$ cat src/rtl/pcarf_params.svh
// Constants of the counter array run and flag control block.
// Assumes inclusion by bare name from the rtl folder.
`ifndef PCARF_PARAMS_SVH
`define PCARF_PARAMS_SVH

// Register offsets
`define PCARF_ADDR_CTRL 8'h00
`define PCARF_ADDR_MASK 8'h01
`define PCARF_ADDR_CNT_LO 8'h02
`define PCARF_ADDR_CNT_HI 8'h03
`define PCARF_ADDR_PEND 8'h04

// Field positions in the control, mask and pending layout
`define PCARF_BIT_OVF 7
`define PCARF_BIT_RUN 6
`define PCARF_BIT_MOD_TOP 5

// Reset values and unmapped read data
`define PCARF_CTRL_RESET 8'h00
`define PCARF_MASK_RESET 8'h00
`define PCARF_COUNT_RESET 16'h0000
`define PCARF_RDATA_RESET 8'h00
`define PCARF_UNMAPPED_READ 8'h00

// Counter limit
`define PCARF_COUNT_MAX 16'hFFFF

`endif

$ cat src/rtl/pcarf_pkg.sv
// Types of the counter array run and flag control block.
// Assumes the params header is compiled alongside.
package pcarf_pkg;

	typedef struct packed {
		logic [7:0] addr;
		logic [7:0] wdata;
		logic wr;
		logic rd;
	} pcarf_bus_req_type;

	typedef struct packed {
		logic overflow;
		logic run;
		logic [5:0] module_flags;
	} pcarf_ctrl_type;

	typedef struct packed {
		logic load_lo;
		logic load_hi;
		logic [7:0] data;
	} pcarf_cnt_load_type;

endpackage : pcarf_pkg

$ cat src/rtl/pcarf_flag_bank.sv
// Bank of sticky event flags, set by hardware, cleared by software.
// Assumes set and clear vectors synchronous to the clock.
`timescale 1ns/100ps
module pcarf_flag_bank #(
	parameter int WIDTH = 7
) (
	// Clock and reset
	input wire logic clk_in,
	input wire logic resetn_in,
	// Set and clear requests
	input wire logic [WIDTH-1:0] set_in,
	input wire logic [WIDTH-1:0] clr_in,
	// Flag state
	output logic [WIDTH-1:0] flags_out
);

	logic [WIDTH-1:0] flags_r;
	logic [WIDTH-1:0] flags_nxt;

	genvar i;
	generate
		for (i = 0; i < WIDTH; i++) begin : g_flag
			// Set beats clear so a coincident event is not lost
			assign flags_nxt[i] = set_in[i] | (flags_r[i] & ~clr_in[i]);
		end
	endgenerate

	always_ff @(posedge clk_in or negedge resetn_in) begin
		if (!resetn_in) begin
			flags_r <= '0;
		end else begin
			flags_r <= flags_nxt;
		end
	end

	assign flags_out = flags_r;

endmodule : pcarf_flag_bank

$ cat src/rtl/pcarf_counter.sv
// Shared 16-bit counter/timer with run gate, byte loads and wrap pulse.
// Assumes one tick input from the array timebase.
`timescale 1ns/100ps
module pcarf_counter #(
	parameter int WIDTH = 16
) (
	// Clock and reset
	input wire logic clk_in,
	input wire logic resetn_in,
	// Control
	input wire logic run_in,
	input wire logic tick_in,
	input wire pcarf_pkg::pcarf_cnt_load_type load_in,
	// State
	output logic [WIDTH-1:0] count_out,
	output logic wrap_out
);
`include "pcarf_params.svh"

	logic [WIDTH-1:0] count_r;
	logic [WIDTH-1:0] count_nxt;
	wire advance = run_in & tick_in;
	wire at_max = (count_r == WIDTH'(`PCARF_COUNT_MAX));
	wire loading = load_in.load_lo | load_in.load_hi;

	// Software load wins over counting; the loaded byte would be stale otherwise
	always_comb begin
		count_nxt = count_r;
		if (load_in.load_lo) begin
			count_nxt[7:0] = load_in.data;
		end else if (load_in.load_hi) begin
			count_nxt[WIDTH-1:8] = load_in.data[WIDTH-9:0];
		end else if (advance) begin
			count_nxt = count_r + WIDTH'(1);
		end
	end

	// Wrap seen as a one-cycle pulse on the advance past the maximum
	assign wrap_out = advance & at_max & ~loading;

	always_ff @(posedge clk_in or negedge resetn_in) begin
		if (!resetn_in) begin
			count_r <= WIDTH'(`PCARF_COUNT_RESET);
		end else begin
			count_r <= count_nxt;
		end
	end

	assign count_out = count_r;

endmodule : pcarf_counter

$ cat src/rtl/pcarf_top.sv
// Run control and flag register of a programmable counter array.
// Assumes a plain register port and event pulses synchronous to REF_CLK_IN.
//
// Implementation choices: the address map and strobed register access.
`timescale 1ns/100ps
module pcarf_top #(
	parameter int NUM_MODULES = 6,
	parameter int COUNT_WIDTH = 16
) (
	// Clock and reset
	input wire logic REF_CLK_IN,
	input wire logic RESETN_IN,
	// Register port
	input wire logic [7:0] REG_ADDR_IN,
	input wire logic [7:0] REG_WDATA_IN,
	input wire logic REG_WR_IN,
	input wire logic REG_RD_IN,
	output logic [7:0] REG_RDATA_OUT,
	// Counter timebase and module events
	input wire logic COUNT_TICK_IN,
	input wire logic [NUM_MODULES-1:0] MODULE_EVENT_IN,
	// Counter state to the capture/compare modules
	output logic [COUNT_WIDTH-1:0] COUNT_OUT,
	output logic COUNT_RUN_OUT,
	output logic COUNT_WRAP_OUT,
	// Interrupt
	output logic IRQ_OUT
);
`include "pcarf_params.svh"

	localparam int FLAG_WIDTH = NUM_MODULES + 1;
	// Named so the run bit's reset value can be picked out by position
	localparam logic [7:0] CTRL_RESET = `PCARF_CTRL_RESET;

	// Bus request carried as one struct
	pcarf_pkg::pcarf_bus_req_type bus_req;
	assign bus_req.addr = REG_ADDR_IN;
	assign bus_req.wdata = REG_WDATA_IN;
	assign bus_req.wr = REG_WR_IN;
	assign bus_req.rd = REG_RD_IN;

	// Address decode
	wire sel_ctrl = (bus_req.addr == `PCARF_ADDR_CTRL);
	wire sel_mask = (bus_req.addr == `PCARF_ADDR_MASK);
	wire sel_cnt_lo = (bus_req.addr == `PCARF_ADDR_CNT_LO);
	wire sel_cnt_hi = (bus_req.addr == `PCARF_ADDR_CNT_HI);
	wire sel_pend = (bus_req.addr == `PCARF_ADDR_PEND);
	wire sel_mapped = sel_ctrl | sel_mask | sel_cnt_lo | sel_cnt_hi | sel_pend;

	// Write strobes per register
	wire wr_ctrl = bus_req.wr & sel_ctrl;
	wire wr_mask = bus_req.wr & sel_mask;
	wire wr_cnt_lo = bus_req.wr & sel_cnt_lo;
	wire wr_cnt_hi = bus_req.wr & sel_cnt_hi;

	// Read strobes with side effects
	wire rd_cnt_lo = bus_req.rd & sel_cnt_lo;

	// Run-control bit, gating the counter together with the timebase tick
	logic run_r;
	logic run_nxt;
	assign run_nxt = wr_ctrl ? bus_req.wdata[`PCARF_BIT_RUN] : run_r;

	always_ff @(posedge REF_CLK_IN or negedge RESETN_IN) begin
		if (!RESETN_IN) begin
			run_r <= CTRL_RESET[`PCARF_BIT_RUN];
		end else begin
			run_r <= run_nxt;
		end
	end

	// Interrupt mask, same layout as control; run position reserved
	logic [7:0] mask_r;
	logic [7:0] mask_nxt;
	logic [7:0] mask_writable;

	always_comb begin
		mask_writable = 8'h00;
		mask_writable[`PCARF_BIT_OVF] = 1'b1;
		mask_writable[NUM_MODULES-1:0] = '1;
	end

	assign mask_nxt = wr_mask ? (bus_req.wdata & mask_writable) : mask_r;

	always_ff @(posedge REF_CLK_IN or negedge RESETN_IN) begin
		if (!RESETN_IN) begin
			mask_r <= `PCARF_MASK_RESET;
		end else begin
			mask_r <= mask_nxt;
		end
	end

	// Counter byte loads from software
	pcarf_pkg::pcarf_cnt_load_type cnt_load;
	assign cnt_load.load_lo = wr_cnt_lo;
	assign cnt_load.load_hi = wr_cnt_hi;
	assign cnt_load.data = bus_req.wdata;

	logic [COUNT_WIDTH-1:0] count;
	logic count_wrap;

	pcarf_counter #(
		.WIDTH(COUNT_WIDTH)
	) u_counter (
		.clk_in(REF_CLK_IN),
		.resetn_in(RESETN_IN),
		.run_in(run_r),
		.tick_in(COUNT_TICK_IN),
		.load_in(cnt_load),
		.count_out(count),
		.wrap_out(count_wrap)
	);

	// High byte snapshot on low byte read keeps a 16-bit read coherent
	logic [7:0] hi_shadow_r;
	logic [7:0] hi_shadow_nxt;
	assign hi_shadow_nxt = rd_cnt_lo ? count[COUNT_WIDTH-1:8] : hi_shadow_r;

	always_ff @(posedge REF_CLK_IN or negedge RESETN_IN) begin
		if (!RESETN_IN) begin
			hi_shadow_r <= 8'h00;
		end else begin
			hi_shadow_r <= hi_shadow_nxt;
		end
	end

	// Flag sets: top entry is the overflow, the rest are module events
	logic [FLAG_WIDTH-1:0] flag_set;
	logic [FLAG_WIDTH-1:0] flag_clr;
	logic [FLAG_WIDTH-1:0] flags;

	assign flag_set[NUM_MODULES] = count_wrap;
	assign flag_clr[NUM_MODULES] = wr_ctrl & bus_req.wdata[`PCARF_BIT_OVF];

	genvar m;
	generate
		for (m = 0; m < NUM_MODULES; m++) begin : g_module
			// Match or capture on module m, module 5 among them
			assign flag_set[m] = MODULE_EVENT_IN[m];
			// Only a software write of one clears; hardware has no clear path
			assign flag_clr[m] = wr_ctrl & bus_req.wdata[m];
		end
	endgenerate

	pcarf_flag_bank #(
		.WIDTH(FLAG_WIDTH)
	) u_flags (
		.clk_in(REF_CLK_IN),
		.resetn_in(RESETN_IN),
		.set_in(flag_set),
		.clr_in(flag_clr),
		.flags_out(flags)
	);

	// Control register image
	pcarf_pkg::pcarf_ctrl_type ctrl_view;

	always_comb begin
		ctrl_view = '0;
		ctrl_view.overflow = flags[NUM_MODULES];
		ctrl_view.run = run_r;
		ctrl_view.module_flags[NUM_MODULES-1:0] = flags[NUM_MODULES-1:0];
	end

	wire [7:0] ctrl_word = ctrl_view;

	// Pending interrupts: sticky flags gated by mask
	wire [7:0] pend_word = ctrl_word & mask_r;
	wire ovf_pending = pend_word[`PCARF_BIT_OVF];
	wire capcmp_pending = |pend_word[`PCARF_BIT_MOD_TOP:0];

	// Read mux
	logic [7:0] rdata_sel;

	always_comb begin
		rdata_sel = `PCARF_UNMAPPED_READ;
		if (sel_ctrl) begin
			rdata_sel = ctrl_word;
		end else if (sel_mask) begin
			rdata_sel = mask_r;
		end else if (sel_cnt_lo) begin
			rdata_sel = count[7:0];
		end else if (sel_cnt_hi) begin
			rdata_sel = hi_shadow_r;
		end else if (sel_pend) begin
			rdata_sel = pend_word;
		end
	end

	// Read data stands only in the cycle after the strobe
	logic [7:0] rdata_r;
	logic [7:0] rdata_nxt;
	assign rdata_nxt = (bus_req.rd && sel_mapped) ? rdata_sel : `PCARF_RDATA_RESET;

	always_ff @(posedge REF_CLK_IN or negedge RESETN_IN) begin
		if (!RESETN_IN) begin
			rdata_r <= `PCARF_RDATA_RESET;
		end else begin
			rdata_r <= rdata_nxt;
		end
	end

	// Registered interrupt level; one cycle of latency avoids a glitchy output
	logic irq_r;
	logic irq_nxt;
	assign irq_nxt = ovf_pending | capcmp_pending;

	always_ff @(posedge REF_CLK_IN or negedge RESETN_IN) begin
		if (!RESETN_IN) begin
			irq_r <= 1'b0;
		end else begin
			irq_r <= irq_nxt;
		end
	end

	// Outputs
	assign REG_RDATA_OUT = rdata_r;
	assign COUNT_OUT = count;
	assign COUNT_RUN_OUT = run_r;
	assign COUNT_WRAP_OUT = count_wrap;
	assign IRQ_OUT = irq_r;

endmodule : pcarf_top

$ cat config.mk
export PLATFORM = sky130hd
export DESIGN_NAME = pcarf_top
export DESIGN_NICKNAME = d
export VERILOG_FILES = /design/src/rtl/pcarf_pkg.sv /design/src/rtl/pcarf_flag_bank.sv /design/src/rtl/pcarf_counter.sv /design/src/rtl/pcarf_top.sv
export VERILOG_INCLUDE_DIRS = /design/src /design/src/rtl
export SDC_FILE = /design/constraint.sdc
export NUM_CORES = 1
export LEC_CHECK = 0
export BUFFER_PORTS_ARGS = -buffer_cell sky130_fd_sc_hd__buf_4
export CAP_MARGIN = 20
export CORE_MARGIN = 1.5
export CORE_UTILIZATION = 35
export DETAILED_ROUTE_END_ITERATION = 7
export SLEW_MARGIN = 20
export SYNTH_ARGS = -nofsm -noshare
export SYNTH_HDL_FRONTEND = slang
export SYNTH_SLANG_ARGS = --single-unit
$ cat constraint.sdc
create_clock -name REF_CLK_IN -period 2.2 [get_ports REF_CLK_IN]
set_input_delay 0.11 -clock REF_CLK_IN [delete_from_list [all_inputs] [get_ports REF_CLK_IN]]
set_output_delay 0.11 -clock REF_CLK_IN [all_outputs]
set_load 0.005 [all_outputs]
==> metrics.txt <==
mapped cell area=2530 um2; met1 Use GR=0.268; share of cells above drive strength 1=0.320; Routed WL=6660 um; Final Hold Fails=0; core area=6870 um2; grt total ovfl=0; HP Class=in2reg; Net Sw Frac=0.280; clock slew at reported path FFs=90 ps; clock skew=5.79 ps; cts bufs inserted=5; via count=2166; pin count of the biggest net entering global routing=49; r2r setup slk=310 ps; syn_nets=278; GRT met3 Usage=0.0273; internal power=0.00138 W; I/O pin cnt=54; initial antenna violation count=0; die height=88.0 um; Worst Setup End Kind=output pin; drt pass-1 iters=4; global-route wire length before repair=10600 um; Cells after Synth=250; Die X-Extent=88.0 um; pwr dens=584 nW/um2; area growth from synthesis to layout=30.0%; gr busiest metal=met2; worst reg2reg path depth=6; Root Buffer Master=clkbuf_8; CTS tree=yes; worst setup path category=reg2out; Switching Power=0.000536 W; diode count=0; Finished Layout Cells=418; Port-buffer cells=53; die footprint=7740 um2; Final Slew Violations=0; vias per inst=5.18; Tcrit/Tclk final=0.882; initial core utilization=0.368; vias in the first global route=2029; Yosys reg bits=48; YS warnings=0; Hold Crit Depth=2; Sequential Power Share=0.530; Worst Setup Start Kind=flop; Mean Syn Cell Area=10.1 um2; Post-synth EDFFs=0; slew margin rel.=0.532; outcome=finished, final reports clean; setup violators final=0; met2 Usage GRT=0.285; maxcap violations=0; initial DRC count=167; Final Util=0.478; worst slew pin tran=696 ps; setup tns final=0 ps; Final ANT Viol Nets=0; CP arrival=1830 ps; power share of the combinational group=0.186; synth unique cells=48; clock sinks=48; row cnt=30; Final Wtd Congestion=0.865; Clk pwr share=0.284; fill count=668; peak supply drop=0.385 mV; CP Data Required Time=2090 ps; WL/cell=15.9 um; Post-layout nets=349; Total GRT Usage=0.182; LEAKAGE=1.47 nW; Main synth FF type=dfrtp_1; DRC=0; placed cells=403; f_max=0.515 GHz; Final HPWL DP=5060 um; Final Critical Period=1940 ps; unrepaired setup endpoints after global routing=no; clock buffer depth=2; CP max FO=8; latest clock arrival within the worst-skew pair=300 ps; ys async rst share=1.00; sequential-to-total area share from yosys stat=0.475; H-tree depth=2
layer usage:
| metal | part of all wire | up-vias | wire (um) |
|---|---|---|---|
| met5 | 0 | - | 0 |
| li1 | - | 1050 | - |
| met1 | 0.46 | 1036 | 3050 |
| met2 | 0.47 | 76 | 3130 |
| met4 | 0.0075 | 0 | 50 |
| met3 | 0.064 | 4 | 424 |
critical path, cell delays in order (launching register included):
cell,delay (ps)
dfrtp_1,520
nand4_1,220
nor3_2,280
nand4b_1,180
nor2_1,200
buf_4,140
state kept, by name, indices dropped and copies added (netlist names):
signal	count
u_counter.count_out	16
REG_RDATA_OUT	8
IRQ_OUT	1
mask_r	7
hi_shadow_r	8
u_flags.flags_out	7
COUNT_RUN_OUT	1
cell usage in the layout, fill, tap and decap left out, types with 7 or more instances in the layout:
cell,instances
nor2_1,25
a21oi_1,19
dlygate4sd3_1,7
xnor2_1,9
nand2_1,22
buf_4,65
a21o_1,7
inv_1,10
mux2_2,17
dfrtp_1,48
synthesized netlist by cell type, types with 3 or more instances:
library cell | instances | area (um2)
nand3_1 | 6 | 30.0
o21a_1 | 4 | 30.0
xnor2_1 | 9 | 78.8
a31oi_1 | 5 | 31.3
o211ai_1 | 4 | 30.0
o22ai_1 | 4 | 25.0
nand4_1 | 5 | 31.3
nor3_1 | 7 | 35.0
buf_2 | 3 | 15.0
mux2_2 | 17 | 191
clkbuf_1 | 4 | 15.0
nor2_1 | 25 | 93.8
nand2_1 | 22 | 82.6
mux2i_1 | 5 | 50.1
dfrtp_1 | 48 | 1200
a21oi_1 | 19 | 95.1
a21o_1 | 7 | 52.6
o21ai_0 | 4 | 20.0
xor2_1 | 4 | 35.0
inv_1 | 10 | 37.5
and3_1 | 3 | 18.8
final timing paths:
path | startpoint | end
min in group asynchronous | RESETN_IN | u_counter.count_out[6]$_DFFE_PN0P_
min reg2reg | hi_shadow_r[6]$_DFFE_PN0P_ | hi_shadow_r[6]$_DFFE_PN0P_
max reg2reg | u_counter.count_out[1]$_DFFE_PN0P_ | u_counter.count_out[12]$_DFFE_PN0P_
max | COUNT_RUN_OUT$_DFFE_PN0N_ | COUNT_WRAP_OUT
max in group asynchronous | RESETN_IN | u_flags.flags_out[4]$_DFF_PN0_
min | REG_WDATA_IN[1] | mask_r[1]$_DFFE_PN0P_
cells by family after synthesis:
kind of cell,after synthesis,synth area share
flip-flops,48,0.475
AO/OA/AOI/OAI,56,0.144
XOR/XNOR,13,0.0450
multiplexers,22,0.0955
buffers and inverters,19,0.0297
adder cells (fa/ha/maj),1,0.00495
AND/OR/NAND/NOR,91,0.205
power by group through the flow:
stage,clock network (W),registers (W),logic [W]
2_1_floorplan,0,0.00102,0.000146
3_3_place_gp,0,0.00103,0.000349
3_5_place_dp,0,0.00103,0.000351
4_1_cts,0.000566,0.00102,0.000363
5_1_grt,0.000609,0.00103,0.000395
6_report,0.000544,0.00102,0.000358
area by class of cell:
class                   instances  area (um2)  share of cell area
clock buffers                   6        82.6              0.0251
well taps                      96         120              0.0366
repair buffers                 73         578               0.176
multi-input cells             183        1260               0.382
flip-flops and latches         48        1200               0.366
inverters                      10        37.5              0.0114
clock inverters                 2        10.0             0.00305
stage by stage:
stage	hold WS (ps)	total power [W]	setup slack (ps)	cell area, um2
after floorplan	-186	0.00117	321	2530
after global placement	168	0.00138	118	3120
after detailed placement	170	0.00139	90.6	3120
after CTS	76.1	0.00195	152	3280
after global routing	83.8	0.00203	116	3290
final	84.3	0.00192	259	3290
what timing repair did:
item,CTS,global route
hold buffers,7,0
hold endpoints to repair,54,0
setup buffers,0,0
endpoints found under the setup margin,0,1
resized for setup,0,1
(Power assumes the default switching activity.)
